<file path="config.mk">
export PLATFORM = sky130hd
export DESIGN_NAME = scmc_top
export DESIGN_NICKNAME = d
export VERILOG_FILES = /design/src/scmc_pkg.sv /design/src/scmc_clk_div.sv /design/src/scmc_top.sv
export VERILOG_INCLUDE_DIRS = /design/src
export SDC_FILE = /design/constraint.sdc
export NUM_CORES = 1
export LEC_CHECK = 0
export BUFFER_PORTS_ARGS = -buffer_cell sky130_fd_sc_hd__buf_4
export CAP_MARGIN = 20
export CORE_UTILIZATION = 25
export CTS_CLUSTER_SIZE = 25
export DETAILED_ROUTE_END_ITERATION = 7
export GPL_TIMING_DRIVEN = 0
export PLACE_DENSITY_LB_ADDON = 0.15
export SETUP_SLACK_MARGIN = 0.15
export SLEW_MARGIN = 40
export SYNTH_ARGS = -nofsm -noshare
export SYNTH_HDL_FRONTEND = slang
export SYNTH_SLANG_ARGS = --single-unit
</file>
<file path="constraint.sdc">
create_clock -name clk_sys -period 3 [get_ports clk_sys]
set_input_delay 0.15 -clock clk_sys [delete_from_list [all_inputs] [get_ports clk_sys]]
set_output_delay 0.15 -clock clk_sys [all_outputs]
set_load 0.005 [all_outputs]
</file>
<file path="src/scmc_regs.svh">
// Contract
// - six modes: fast, slow, sleep, idle_low_only, idle_both, idle_high_only
// - cpu-off modes only on halt; keep-alive bits pick which one
// - sys_clk_select: 000 fast, 001..110 fast/2..fast/64, 111 slow
// - fast mode: cpu on divided fast_clk, fast and slow clocks run
// - hs_source_select 0 picks internal fast rc, 1 picks crystal
// - slow mode: system clock is slow_clk from int_slow_rc, cpu runs
// - slow mode: fast_clk follows enable bit of selected fast source
// - halt with both keep bits 0: sleep, every clock stops
// - int_slow_rc runs in sleep only with watchdog enabled, else always
// - idle_low_only: fast_clk off, slow on, sysclk only for code 111
// - idle_both: cpu off, system, fast and slow clocks all run
// - idle_high_only: slow off, fast on, sysclk only for 000..110
// - hs_osc_idle_keep 1 keeps fast oscillator running after halt
// - bits 4 and 2 of sys_clock_ctrl read as zero
// - ls_osc_idle_keep at bit 0 keeps slow oscillator after halt
// - switch waits four current ticks then a target tick
// - int_rc_stable clears on enable or freq change; freq applies after
// - crystal_stable clears on enable, sets when oscillator settles
`ifndef SCMC_REGS_SVH
`define SCMC_REGS_SVH
`define SCMC_OFS_SCC 8'h00
`define SCMC_OFS_RC 8'h04
`define SCMC_OFS_XT 8'h08
`define SCMC_SCC_SEL_MSB 7
`define SCMC_SCC_SEL_LSB 5
`define SCMC_SCC_SRC_BIT 3
`define SCMC_SCC_HSK_BIT 1
`define SCMC_SCC_LSK_BIT 0
`define SCMC_RC_FREQ_MSB 3
`define SCMC_RC_FREQ_LSB 2
`define SCMC_RC_STB_BIT 1
`define SCMC_RC_EN_BIT 0
`define SCMC_XT_DRV_BIT 2
`define SCMC_XT_STB_BIT 1
`define SCMC_XT_EN_BIT 0
`define SCMC_SCC_RST 8'h00
`define SCMC_RC_RST 8'h01
`define SCMC_XT_RST 8'h00
`define SCMC_SEL_SLOW 3'h7
`define SCMC_SW_CUR_TICKS 3'h4
`define SCMC_STAB_TICKS 8'h40
`endif

</file>
<file path="src/scmc_pkg.sv">
`default_nettype none
package scmc_pkg;
  typedef enum logic [5:0] {
    SCMC_FAST = 6'h01,
    SCMC_SLOW = 6'h02,
    SCMC_SLEEP = 6'h04,
    SCMC_IDLE_LOW = 6'h08,
    SCMC_IDLE_BOTH = 6'h10,
    SCMC_IDLE_HIGH = 6'h20
  } scmc_mode_type;
  typedef enum logic [2:0] {
    SCMC_SW_IDLE = 3'h1,
    SCMC_SW_CUR = 3'h2,
    SCMC_SW_TGT = 3'h4
  } scmc_sw_type;
endpackage
`default_nettype wire

</file>
<file path="src/scmc_clk_div.sv">
`default_nettype none
module scmc_clk_div (
  // clock and reset
  input wire logic clk_sys,
  input wire logic nrst,
  // fast tick in, divided tick out
  input wire logic tick,
  input wire logic [2:0] ratio_code,
  output logic pulse
);
  logic [5:0] cnt_reg;
  logic [6:0] one_hot;
  logic [5:0] mask;

  // code n passes one tick in 2**n; code 7 passes one in 64, as code 6 does
  assign one_hot = 7'h01 << ratio_code;
  assign mask = 6'(one_hot - 7'h01);
  assign pulse = tick & ((cnt_reg & mask) == mask);

  always_ff @(posedge clk_sys or negedge nrst) begin
    if (!nrst) begin
      cnt_reg <= 6'h00;
    end else if (tick) begin
      cnt_reg <= cnt_reg + 6'h01;
    end
  end
endmodule
`default_nettype wire

</file>
<file path="src/scmc_top.sv">
// Design decisions made here: the address map and the APB register port.
`default_nettype none
`include "scmc_regs.svh"
module scmc_top import scmc_pkg::*; (
  // clock and reset
  input wire logic clk_sys,
  input wire logic nrst,
  // apb slave
  input wire logic psel,
  input wire logic penable,
  input wire logic pwrite,
  input wire logic [7:0] paddr,
  input wire logic [31:0] pwdata,
  output logic [31:0] prdata,
  output logic pready,
  output logic pslverr,
  // cpu and watchdog side
  input wire logic halt_req,
  input wire logic wake_req,
  input wire logic watchdog_enable,
  // raw oscillator waves
  input wire logic int_fast_rc_wave,
  input wire logic ext_crystal_wave,
  input wire logic int_slow_rc_wave,
  // oscillator run controls
  output logic int_fast_rc_run,
  output logic ext_crystal_run,
  output logic int_slow_rc_run,
  output logic [1:0] int_rc_freq_applied,
  // clock enables and status
  output logic sys_clk_en,
  output logic cpu_clk_en,
  output logic fast_clk_en,
  output logic slow_clk_en,
  output logic cpu_running,
  output logic [5:0] op_mode
);
  logic [2:0] sel_reg;
  logic src_reg;
  logic hs_keep_reg;
  logic ls_keep_reg;
  logic [1:0] rc_freq_reg;
  logic rc_en_reg;
  logic xt_drive_reg;
  logic xt_en_reg;
  logic [1:0] stable_reg;
  logic [31:0] prdata_reg;
  logic pready_reg;
  logic pslverr_reg;
  logic [31:0] rd_word;
  logic hit;
  logic setup;
  logic wr;
  logic [2:0] sync1_reg;
  logic [2:0] sync2_reg;
  logic [2:0] sync3_reg;
  logic [2:0] wave_in;
  logic [2:0] tick;
  logic [1:0] osc_en;
  logic [1:0] en_q_reg;
  logic [1:0] freq_q_reg;
  logic [1:0] restart;
  logic [1:0] fast_run;
  logic [7:0] stab_cnt_reg [0:1];
  logic [2:0] sel_act_reg;
  logic src_act_reg;
  logic [2:0] sel_pend_reg;
  logic src_pend_reg;
  logic [2:0] sw_cnt_reg;
  scmc_sw_type sw_reg;
  scmc_mode_type mode_reg;
  scmc_mode_type run_mode;
  logic fast_tick;
  logic slow_tick;
  logic div_pulse;
  logic cur_tick;
  logic tgt_tick;
  logic act_slow;
  logic fast_allow;
  logic sel_force;
  logic pend_force;
  logic slow_allow;
  logic sys_on;
  logic cpu_on;
  logic sys_tick;
  logic rc_run_next;
  logic xt_run_next;
  logic [1:0] freq_applied_reg;
  logic rc_run_reg;
  logic xt_run_reg;
  logic slow_run_reg;
  logic sys_en_reg;
  logic cpu_en_reg;
  logic fast_en_reg;
  logic slow_en_reg;
  logic cpu_run_reg;
  localparam logic [7:0] scc_rst = `SCMC_SCC_RST;
  localparam logic [7:0] rc_rst = `SCMC_RC_RST;
  localparam logic [7:0] xt_rst = `SCMC_XT_RST;

  // apb: zero wait states, pready raised for the access cycle
  assign setup = psel & ~penable;
  assign wr = psel & penable & pready_reg & pwrite;
  assign hit = (paddr == `SCMC_OFS_SCC) | (paddr == `SCMC_OFS_RC) |
               (paddr == `SCMC_OFS_XT);

  always_comb begin
    rd_word = 32'h0000_0000;
    case (paddr)
      `SCMC_OFS_SCC: begin
        rd_word[`SCMC_SCC_SEL_MSB:`SCMC_SCC_SEL_LSB] = sel_reg;
        rd_word[`SCMC_SCC_SRC_BIT] = src_reg;
        rd_word[`SCMC_SCC_HSK_BIT] = hs_keep_reg;
        rd_word[`SCMC_SCC_LSK_BIT] = ls_keep_reg;
      end
      `SCMC_OFS_RC: begin
        rd_word[`SCMC_RC_FREQ_MSB:`SCMC_RC_FREQ_LSB] = rc_freq_reg;
        rd_word[`SCMC_RC_STB_BIT] = stable_reg[0];
        rd_word[`SCMC_RC_EN_BIT] = rc_en_reg;
      end
      `SCMC_OFS_XT: begin
        rd_word[`SCMC_XT_DRV_BIT] = xt_drive_reg;
        rd_word[`SCMC_XT_STB_BIT] = stable_reg[1];
        rd_word[`SCMC_XT_EN_BIT] = xt_en_reg;
      end
      default: begin
        rd_word = 32'h0000_0000;
      end
    endcase
  end

  always_ff @(posedge clk_sys or negedge nrst) begin
    if (!nrst) begin
      pready_reg <= 1'b0;
      pslverr_reg <= 1'b0;
      prdata_reg <= 32'h0000_0000;
    end else begin
      pready_reg <= setup;
      pslverr_reg <= setup & ~hit;
      if (setup) begin
        prdata_reg <= rd_word;
      end
    end
  end

  always_ff @(posedge clk_sys or negedge nrst) begin
    if (!nrst) begin
      sel_reg <= scc_rst[`SCMC_SCC_SEL_MSB:`SCMC_SCC_SEL_LSB];
      src_reg <= scc_rst[`SCMC_SCC_SRC_BIT];
      hs_keep_reg <= scc_rst[`SCMC_SCC_HSK_BIT];
      ls_keep_reg <= scc_rst[`SCMC_SCC_LSK_BIT];
    end else if (wr && paddr == `SCMC_OFS_SCC) begin
      sel_reg <= pwdata[`SCMC_SCC_SEL_MSB:`SCMC_SCC_SEL_LSB];
      src_reg <= pwdata[`SCMC_SCC_SRC_BIT];
      hs_keep_reg <= pwdata[`SCMC_SCC_HSK_BIT];
      ls_keep_reg <= pwdata[`SCMC_SCC_LSK_BIT];
    end
  end

  always_ff @(posedge clk_sys or negedge nrst) begin
    if (!nrst) begin
      rc_freq_reg <= rc_rst[`SCMC_RC_FREQ_MSB:`SCMC_RC_FREQ_LSB];
      rc_en_reg <= rc_rst[`SCMC_RC_EN_BIT];
    end else if (wr && paddr == `SCMC_OFS_RC) begin
      rc_freq_reg <= pwdata[`SCMC_RC_FREQ_MSB:`SCMC_RC_FREQ_LSB];
      rc_en_reg <= pwdata[`SCMC_RC_EN_BIT];
    end
  end

  // drive mode is frozen while the crystal is enabled
  always_ff @(posedge clk_sys or negedge nrst) begin
    if (!nrst) begin
      xt_drive_reg <= xt_rst[`SCMC_XT_DRV_BIT];
      xt_en_reg <= xt_rst[`SCMC_XT_EN_BIT];
    end else if (wr && paddr == `SCMC_OFS_XT) begin
      if (!xt_en_reg) begin
        xt_drive_reg <= pwdata[`SCMC_XT_DRV_BIT];
      end
      xt_en_reg <= pwdata[`SCMC_XT_EN_BIT];
    end
  end

  // oscillator waves are asynchronous; edge found after two flops
  assign wave_in = {int_slow_rc_wave, ext_crystal_wave, int_fast_rc_wave};
  genvar gi;
  generate
    for (gi = 0; gi < 3; gi++) begin : g_sync
      always_ff @(posedge clk_sys or negedge nrst) begin
        if (!nrst) begin
          sync1_reg[gi] <= 1'b0;
          sync2_reg[gi] <= 1'b0;
          sync3_reg[gi] <= 1'b0;
        end else begin
          sync1_reg[gi] <= wave_in[gi];
          sync2_reg[gi] <= sync1_reg[gi];
          sync3_reg[gi] <= sync2_reg[gi];
        end
      end
      assign tick[gi] = sync2_reg[gi] & ~sync3_reg[gi];
    end
  endgenerate

  // stability tracking: restart on enable rise or rc freq change
  assign osc_en = {xt_en_reg, rc_en_reg};
  assign fast_run = {xt_run_reg, rc_run_reg};
  assign restart[0] = rc_en_reg & (~en_q_reg[0] |
                      (rc_freq_reg != freq_q_reg));
  assign restart[1] = xt_en_reg & ~en_q_reg[1];

  always_ff @(posedge clk_sys or negedge nrst) begin
    if (!nrst) begin
      en_q_reg <= 2'h0;
      freq_q_reg <= 2'h0;
    end else begin
      en_q_reg <= osc_en;
      freq_q_reg <= rc_freq_reg;
    end
  end

  generate
    for (gi = 0; gi < 2; gi++) begin : g_stab
      always_ff @(posedge clk_sys or negedge nrst) begin
        if (!nrst) begin
          stab_cnt_reg[gi] <= 8'h00;
          stable_reg[gi] <= 1'b0;
        end else if (!fast_run[gi] || restart[gi]) begin
          stab_cnt_reg[gi] <= 8'h00;
          stable_reg[gi] <= 1'b0;
        end else if (tick[gi] && !stable_reg[gi]) begin
          stab_cnt_reg[gi] <= stab_cnt_reg[gi] + 8'h01;
          if (stab_cnt_reg[gi] == `SCMC_STAB_TICKS - 8'h01) begin
            stable_reg[gi] <= 1'b1;
          end
        end
      end
    end
  endgenerate

  // rc frequency takes effect only once the oscillator is stable
  always_ff @(posedge clk_sys or negedge nrst) begin
    if (!nrst) begin
      freq_applied_reg <= rc_rst[`SCMC_RC_FREQ_MSB:`SCMC_RC_FREQ_LSB];
    end else if (stable_reg[0] && !restart[0]) begin
      freq_applied_reg <= rc_freq_reg;
    end
  end

  // fast_clk follows the active source, gated by its run control
  assign fast_tick = src_act_reg ? (tick[1] & xt_run_reg) :
                     (tick[0] & rc_run_reg);
  assign slow_allow = (mode_reg != SCMC_SLEEP) &&
                      (mode_reg != SCMC_IDLE_HIGH);
  assign slow_tick = tick[2] & slow_allow;

  scmc_clk_div u_div (
    .clk_sys(clk_sys),
    .nrst(nrst),
    .tick(fast_tick),
    .ratio_code(sel_act_reg),
    .pulse(div_pulse)
  );

  assign act_slow = (sel_act_reg == `SCMC_SEL_SLOW);
  assign sys_tick = act_slow ? slow_tick : div_pulse;
  assign cur_tick = sys_tick;
  // fast target edge only from a source that runs and is stable; a slow target takes any slow_tick
  assign tgt_tick = (sel_pend_reg == `SCMC_SEL_SLOW) ? slow_tick :
                    (src_pend_reg ? (tick[1] & stable_reg[1]) :
                     (tick[0] & stable_reg[0]));

  // switch waits four current ticks then lands on a target edge
  always_ff @(posedge clk_sys or negedge nrst) begin
    if (!nrst) begin
      sw_reg <= SCMC_SW_IDLE;
      sw_cnt_reg <= 3'h0;
      sel_act_reg <= scc_rst[`SCMC_SCC_SEL_MSB:`SCMC_SCC_SEL_LSB];
      src_act_reg <= scc_rst[`SCMC_SCC_SRC_BIT];
      sel_pend_reg <= 3'h0;
      src_pend_reg <= 1'b0;
    end else begin
      case (sw_reg)
        SCMC_SW_IDLE: begin
          if ({src_reg, sel_reg} != {src_act_reg, sel_act_reg}) begin
            sel_pend_reg <= sel_reg;
            src_pend_reg <= src_reg;
            sw_cnt_reg <= 3'h0;
            sw_reg <= SCMC_SW_CUR;
          end
        end
        SCMC_SW_CUR: begin
          if (cur_tick) begin
            sw_cnt_reg <= sw_cnt_reg + 3'h1;
            if (sw_cnt_reg == `SCMC_SW_CUR_TICKS - 3'h1) begin
              sw_reg <= SCMC_SW_TGT;
            end
          end
        end
        SCMC_SW_TGT: begin
          if (tgt_tick) begin
            sel_act_reg <= sel_pend_reg;
            src_act_reg <= src_pend_reg;
            sw_reg <= SCMC_SW_IDLE;
          end
        end
        default: begin
          sw_reg <= SCMC_SW_IDLE;
        end
      endcase
    end
  end

  // operating mode; halt picks the cpu-off mode from keep bits
  assign run_mode = act_slow ? SCMC_SLOW : SCMC_FAST;
  always_ff @(posedge clk_sys or negedge nrst) begin
    if (!nrst) begin
      mode_reg <= SCMC_FAST;
    end else begin
      case (mode_reg)
        SCMC_FAST, SCMC_SLOW: begin
          if (halt_req) begin
            case ({hs_keep_reg, ls_keep_reg})
              2'h0: mode_reg <= SCMC_SLEEP;
              2'h1: mode_reg <= SCMC_IDLE_LOW;
              2'h3: mode_reg <= SCMC_IDLE_BOTH;
              default: mode_reg <= SCMC_IDLE_HIGH;
            endcase
          end else begin
            mode_reg <= run_mode;
          end
        end
        SCMC_SLEEP, SCMC_IDLE_LOW, SCMC_IDLE_BOTH, SCMC_IDLE_HIGH: begin
          if (wake_req) begin
            mode_reg <= run_mode;
          end
        end
        default: begin
          mode_reg <= SCMC_FAST;
        end
      endcase
    end
  end

  // registered twin of the cpu-on decode; follows the mode transitions
  always_ff @(posedge clk_sys or negedge nrst) begin
    if (!nrst) begin
      cpu_run_reg <= 1'b1;
    end else if (cpu_run_reg && halt_req) begin
      cpu_run_reg <= 1'b0;
    end else if (!cpu_run_reg && wake_req) begin
      cpu_run_reg <= 1'b1;
    end
  end

  // oscillator and clock gating per mode
  assign fast_allow = (mode_reg == SCMC_FAST) || (mode_reg == SCMC_SLOW) ||
                      (mode_reg == SCMC_IDLE_BOTH) ||
                      (mode_reg == SCMC_IDLE_HIGH);
  assign sel_force = (mode_reg != SCMC_SLOW) && fast_allow;
  // a pending fast target is forced on so the switch cannot hang
  assign pend_force = (sw_reg != SCMC_SW_IDLE) &&
                      (sel_pend_reg != `SCMC_SEL_SLOW);
  assign rc_run_next = fast_allow & (rc_en_reg |
                       (sel_force & ~src_act_reg) |
                       (pend_force & ~src_pend_reg));
  assign xt_run_next = fast_allow & (xt_en_reg |
                       (sel_force & src_act_reg) |
                       (pend_force & src_pend_reg));
  assign cpu_on = (mode_reg == SCMC_FAST) || (mode_reg == SCMC_SLOW);

  always_comb begin
    case (mode_reg)
      SCMC_FAST, SCMC_SLOW, SCMC_IDLE_BOTH: sys_on = 1'b1;
      SCMC_IDLE_LOW: sys_on = act_slow;
      SCMC_IDLE_HIGH: sys_on = ~act_slow;
      default: sys_on = 1'b0;
    endcase
  end

  always_ff @(posedge clk_sys or negedge nrst) begin
    if (!nrst) begin
      rc_run_reg <= 1'b0;
      xt_run_reg <= 1'b0;
      slow_run_reg <= 1'b0;
    end else begin
      rc_run_reg <= rc_run_next;
      xt_run_reg <= xt_run_next;
      slow_run_reg <= (mode_reg != SCMC_SLEEP) | watchdog_enable;
    end
  end

  always_ff @(posedge clk_sys or negedge nrst) begin
    if (!nrst) begin
      sys_en_reg <= 1'b0;
      cpu_en_reg <= 1'b0;
      fast_en_reg <= 1'b0;
      slow_en_reg <= 1'b0;
    end else begin
      sys_en_reg <= sys_tick & sys_on;
      cpu_en_reg <= sys_tick & cpu_on;
      fast_en_reg <= fast_tick & fast_allow;
      slow_en_reg <= slow_tick;
    end
  end

  assign prdata = prdata_reg;
  assign pready = pready_reg;
  assign pslverr = pslverr_reg;
  assign int_fast_rc_run = rc_run_reg;
  assign ext_crystal_run = xt_run_reg;
  assign int_slow_rc_run = slow_run_reg;
  assign int_rc_freq_applied = freq_applied_reg;
  assign sys_clk_en = sys_en_reg;
  assign cpu_clk_en = cpu_en_reg;
  assign fast_clk_en = fast_en_reg;
  assign slow_clk_en = slow_en_reg;
  assign cpu_running = cpu_run_reg;
  assign op_mode = mode_reg;
endmodule
`default_nettype wire

</file>
==> qor.csv, run 1 <==
metric;value;unit
clk root buf;clkbuf_16;
# fillers;1629;
crit path max fanout;10;
WP data required;3.23;ns
Final Hold Vio Count;0;
crit-path cells;clkbuf_1, nor2_1, a311oi_2, o21a_1, nand3_1, mux2_2;
non-filler cells, final;686;
Post-Syn Area;4160;um2
placed cells;666;
sequential share of the synthesized area;52.4;%
WP data arrival;2.45;ns
status;complete, no violations;
final net count;521;
EDFF count, synth;0;
Synth top area share;49.9;%
Initial DRC Count;179;
Crit Path Category;reg -> reg;
Top FF cell, synth;dfrtp_1;
post-synth cell types;58;
top-count cell post-synth;dfrtp_1;
DR WL/cell;13.2;um
Slew HR;46.5;%
drc violations;0;
Clock transition at path regs;0.07;ns
synth top area cells;dfrtp_1 50%, buf_4 4.5%, mux2_2 4.3%;
WHS Path Cells;3;
Tmin final;2.22;ns
CP Capture Type;register;
type of the most critical hold path;in -> reg;
Post-Place Worst Slack;0.714;ns
Final period util;73.9;%
std cell rows;46;
Initial Util;25.9;%
final count of negative-setup-slack endpoints;0;
Die Ht;131;um
first-pass GRT wire length;14800;um
Least-Margin Pin Slew;0.801;ns
via count of the first global-routing pass;2859;
port bufs;49;
final wirelength;9040;um
total vias in the final route;2990;
post-route setup slack;0.783;ns
Ports;101;
max reg flops;16;
grt ovf;0;
Clock Skew;0.00965;ns
die area;17200;um2
share of synthesized flip-flops with an asynchronous set or reset;100;%
Final Max Tran Viols;0;
Multi-input gate area;1800;um2
r2r worst-path depth;6;
RSZ-0062 raised after global routing;no;
synth cell count leaders;83 x dfrtp_1, 39 x nor2_1, 28 x nand2_1;
DR pass1 iterations;4;
total CTS buffers;9;
Synth warnings;0;
CTS H-tree lvls;3;
Gate Count Post-Synth;377;
Max rail drop VDD;0.329;mV
clock tree buffer depth;2;
pwr dens;552;nW/um2
Placer Congestion;0.775;
area overhead of the layout relative to synthesis;26.3;%
critical path's slowest cell;a311oi_2;
maximum clock frequency;451;MHz
average size of a mapped cell;11.0;um2
CP Launch Type;register;
Vias/cell;4.36;
worst stage delay on the critical path;0.57;ns
largest net degree at the start of global routing;88;
Die Width;131;um
CTS Sinks;87;
initial antenna violation count;0;
share of cells above drive strength 1;27.0;%
CTS tree;built;
detailed placer's ending HPWL;6370;um
Leak;0.00250;uW
total track usage;11.4;%
antenna-violating nets left;0;
CTS resizes;0;
area leader, netlist;dfrtp_1;
Diodes inserted;0;
core area;16100;um2
Seq cells post-synth;87;
setup_tns;0;ns
clk_lat worst skew;0.35;ns
MaxCap Viol Count;0;
Reg area;2180;um2
[critical path, delay by kind of cell, from the launching register on]
| kind | cells | cell delay (ns) |
|---|---|---|
| flip-flops | 1 | 0.34 |
| multiplexers | 1 | 0.33 |
| buffers and inverters | 1 | 0.32 |
| AND/OR/NAND/NOR | 2 | 0.30 |
| AO/OA/AOI/OAI | 2 | 0.82 |
[layout by cell type (no fill, tap or decap), types with 3 or more instances in the layout]
| cell type | count |
|---|---|
| dfrtp_1 | 83 |
| buf_4 | 73 |
| nor2_1 | 39 |
| nand2_1 | 28 |
| conb_1 | 25 |
| xor2_1 | 18 |
| mux2_2 | 16 |
| inv_1 | 11 |
| o21ai_0 | 11 |
| nand3_1 | 10 |
| xnor2_1 | 10 |
| a21oi_1 | 9 |
| mux2i_1 | 9 |
| nand4_1 | 9 |
| clkbuf_16 | 9 |
| clkbuf_1 | 7 |
| nand2b_1 | 7 |
| and3_1 | 6 |
| nor3_1 | 6 |
| mux2_4 | 6 |
| nor2b_1 | 5 |
| ha_1 | 5 |
| dfstp_2 | 4 |
| dlygate4sd3_1 | 4 |
| buf_2 | 3 |
| nand4b_1 | 3 |
| nor3b_1 | 3 |
| a31oi_1 | 3 |
| o211ai_1 | 3 |
| o31ai_1 | 3 |
[cell families (layout without fill, tap and decap cells)]
| family | after synthesis | count (layout) | synth area share, % |
|---|---|---|---|
| multiplexers | 31 | 31 | 8.66 |
| flip-flops | 87 | 87 | 52.4 |
| other | 1 | 25 | 0.0901 |
| AO/OA/AOI/OAI | 50 | 50 | 8.72 |
| buffers and inverters | 46 | 115 | 6.67 |
| AND/OR/NAND/NOR | 129 | 129 | 16.0 |
| XOR/XNOR | 28 | 28 | 5.89 |
| adder cells (fa/ha/maj) | 5 | 5 | 1.50 |
[metrics by stage]
stage	total power [uW]	utilization (%)	hold slack (ns)	instance area, um2
3_5_place_dp	1750	30.5	0.264	4900
2_1_floorplan	1580	-	-0.146	4250
3_3_place_gp	1750	30.5	0.265	4890
6_report	2900	32.7	0.0284	5260
5_1_grt	3060	32.7	0.0180	5260
4_1_cts	2950	32.7	0.0126	5250
[routing by layer]
layer  global-route usage (%)  share of wire [%]  vias to the layer above
met5                        0                  0                        -
met1                     15.2                 49                     1430
li1                         -                  -                     1449
met2                     17.1                 42                      102
met4                     3.25                1.2                        0
met3                     4.48                7.0                        9
[worst paths after layout]
check | from | end | slack [ns]
worst min register to register | sync1_reg[2]$_DFF_PN0_ | sync2_reg[2]$_DFF_PN0_ | 0.35
worst min-delay path | watchdog_enable | int_slow_rc_run$_DFF_PN0_ | 0.03
max in group asynchronous | nrst | sync1_reg[2]$_DFF_PN0_ | 2.06
min in group asynchronous | nrst | pready$_DFF_PN0_ | 0.41
worst max register to register | op_mode[4]$_DFFE_PN0P_ | sel_act_reg[2]$_DFFE_PN0P_ | 0.78
worst max-delay path | op_mode[4]$_DFFE_PN0P_ | sel_act_reg[2]$_DFFE_PN0P_ | 0.78
[area by class of cell]
type / count / share of cell area [%]
multi-input combinational: 268 / 34.3
timing repair buffer: 53 / 7.88
tap: 216 / 5.14
clock inverter: 5 / 1.24
sequential: 87 / 41.5
inverter: 11 / 0.786
buffer: 35 / 4.50
clock buffer: 11 / 4.62
[timing repair]
item                      4_1_cts  5_1_grt
hold endpoints to repair       86        0
hold buffers                    4        0
buffers inserted                0        0
[report_power, final]
group / total, uW / leakage (uW) / switching (uW) / internal, uW
combinational: 407 / 0.00119 / 216 / 191
clock: 1170 / 0.000151 / 488 / 678
sequential: 1330 / 0.00115 / 76.0 / 1250
total: 2900 / 0.00250 / 780 / 2120
Note: power is estimated with default switching activity, not from simulation.
==> run 2: changes to the inputs <==
==> constraint.sdc (replaced) <==
create_clock -name clk_sys -period 1.9 [get_ports clk_sys]
set_input_delay 0.095 -clock clk_sys [delete_from_list [all_inputs] [get_ports clk_sys]]
set_output_delay 0.095 -clock clk_sys [all_outputs]
set_load 0.005 [all_outputs]
==> run 2 against run 1 <==
- maximum frequency increased by 28%
- flip-flop and latch count unchanged
- worst hold slack worse by 0.0077 ns
- critical path type unchanged
- largest cell class unchanged
==> qor.csv, run 2 (synthesis gave the netlist of run 1 again) <==
metric;value;unit;change
status;complete, no violations;;
min-delay src;pwdata[0];;
type of the most critical hold path;in -> reg;;
Initial DRC Count;184;;+2.8%
setup_tns;0;ns;unchanged
Crit Path Category;reg -> reg;;
Slew HR;53.4;%;+6.9 points
Hold Path End;ls_keep_reg$_DFFE_PN0P_;;
CP Launch Type;register;;
antenna-violating nets left;0;;unchanged
critical path's slowest cell;dfrtp_1;;
Critical R2R Launch;op_mode[2]$_DFFE_PN0P_;;
Max rail drop VDD;0.425;mV;+29%
MaxCap Viol Count;0;;unchanged
share of cells above drive strength 1;32.9;%;+5.8 points
RSZ-0062 raised after global routing;yes;;
die area;17200;um2;unchanged
drc violations;0;;unchanged
total vias in the final route;3035;;+1.5%
clk_lat worst skew;0.34;ns;about the same
non-filler cells, final;706;;+2.9%
Tmin final;1.74;ns;-0.481 ns
Placer Congestion;0.774;;-0.10%
max reg flops;16;;unchanged
initial antenna violation count;0;;unchanged
Die Ht;131;um;unchanged
WP data arrival;1.96;ns;-0.49 ns
CTS tree;built;;
via count of the first global-routing pass;2932;;+2.6%
Initial Util;25.9;%;unchanged
clk root buf;clkbuf_16;;
r2r worst-path depth;7;;+1
final wirelength;9120;um;+0.83%
Final Max Tran Viols;0;;unchanged
total track usage;11.5;%;+0.088 points
final count of negative-setup-slack endpoints;0;;unchanged
Leak;0.00263;uW;+5.4%
grt ovf;0;;unchanged
Least-Margin Pin Slew;0.699;ns;-0.102 ns
total CTS buffers;9;;unchanged
Die Width;131;um;unchanged
Clock Skew;0.00731;ns;-0.00234 ns
maximum clock frequency;576;MHz;+28%
placed cells;666;;unchanged
std cell rows;46;;unchanged
Final period util;91.4;%;+17 points
DR WL/cell;12.9;um;-2.0%
CTS Sinks;87;;unchanged
Reg2Reg Setup Slack;0.16;ns;-0.62 ns
Clock transition at path regs;0.06;ns;about the same
CTS H-tree lvls;3;;unchanged
pwr dens;818;nW/um2;+48%
commonest non-fill, non-tap cell in the layout;buf_4;;
first-pass GRT wire length;14900;um;+0.65%
Final Hold Vio Count;0;;unchanged
worst stage delay on the critical path;0.38;ns;-0.19 ns
core area;16100;um2;unchanged
clock tree buffer depth;2;;unchanged
final hold slack;0.0207;ns;-0.00769 ns
worst flop-to-flop path endpoint;src_act_reg$_DFFE_PN0P_;;
Vias/cell;4.30;;-1.4%
area overhead of the layout relative to synthesis;34.5;%;
largest net degree at the start of global routing;88;;unchanged
# fillers;1631;;+0.12%
WP data required;2.12;ns;-1.11 ns
Ports;101;;unchanged
most frequent cells in the layout;86 x buf_4, 81 x dfrtp_1, 34 x nor2_1, 28 x nand2_1, 25 x conb_1;;
crit path max fanout;4;;-6
CP Capture Type;register;;
port bufs;49;;unchanged
Diodes inserted;0;;unchanged
DR pass1 iterations;4;;unchanged
crit-path cells;buf_6, xor2_2, a311oi_2, buf_4, o21a_4, nand3_4, mux2_4;;
final net count;542;;+4.0%
detailed placer's ending HPWL;6370;um;about the same
WHS Path Cells;2;;-1
-- run 2: cell types whose count changed in the layout (fill, tap and decap cells not counted), sizes merged --
cell	previous run	this run
clkbuf	18	19
buf	77	93
clkinv	2	0
dlygate4sd3	4	11
inv	13	11
-- run 2: how the worst max path moves through the flow --
stage                                      start                    endpoint  slack, ns  depth (start not counted)
final                     op_mode[2]$_DFFE_PN0P_     src_act_reg$_DFFE_PN0P_       0.16                          7
after floorplan           op_mode[5]$_DFFE_PN0P_  sel_act_reg[0]$_DFFE_PN0P_       0.16                          6
after global routing      op_mode[2]$_DFFE_PN0P_   sw_cnt_reg[1]$_DFFE_PN0P_       0.06                          8
after detailed placement  op_mode[5]$_DFFE_PN0P_  sel_act_reg[1]$_DFFE_PN0P_      -0.17                          6
after CTS                 op_mode[0]$_DFFE_PN1P_      op_mode[2]$_DFFE_PN0P_       0.08                          5
after global placement    op_mode[5]$_DFFE_PN0P_  sel_act_reg[1]$_DFFE_PN0P_      -0.16                          6
-- run 2: area by class of cell --
cell class                 count  area [um2]  area share [%]
clock buffer                  14         254            4.54
tap                          216         270            4.83
timing repair buffer          74         597            10.7
buffer                        35         274            4.89
inverter                      11        41.3           0.738
multi-input combinational    268        1950            34.8
sequential                    87        2180            39.0
clock inverter                 1        30.0           0.536
-- run 2: power by group --
| part | internal, uW | switching (uW) |
|---|---|---|
| combinational | 382 | 370 |
| clock | 1050 | 677 |
| sequential | 1980 | 126 |
| total | 3410 | 1170 |
-- run 2: per-layer routing --
layer | up-vias | track usage (%) | wire, um
met5 | - | 0 | 0
li1 | 1481 | - | -
met4 | 0 | 3.31 | 102
met1 | 1461 | 14.9 | 4400
met2 | 85 | 18.2 | 4140
met3 | 8 | 3.95 | 475
-- run 2: stage by stage --
step	total power (uW)	util, %	setup WS, ns	instance area (um2)
2_1_floorplan	2500	-	0.159	4260
3_3_place_gp	2760	30.5	-0.159	4900
3_5_place_dp	2770	30.6	-0.169	4910
4_1_cts	4630	34.2	0.0763	5490
5_1_grt	4830	34.9	0.0557	5600
6_report	4580	34.9	0.164	5600
-- run 2: repair_timing --
action                     4_1_cts  5_1_grt
cloned                           0        0
setup endpoints to repair       22       21
gates resized for setup         24       27
pin swaps                        4        3
hold buffers                    11        0
hold endpoints to repair        94        0
buffers inserted                11        3
-- run 2: critical path, delay by kind of cell (launching register included) --
kind            cells  cell delay [ns]
xor+xnor            1             0.16
compound gates      2             0.36
buf+inv             2             0.30
simple gates        1             0.11
flops               1             0.38
mux                 1             0.31
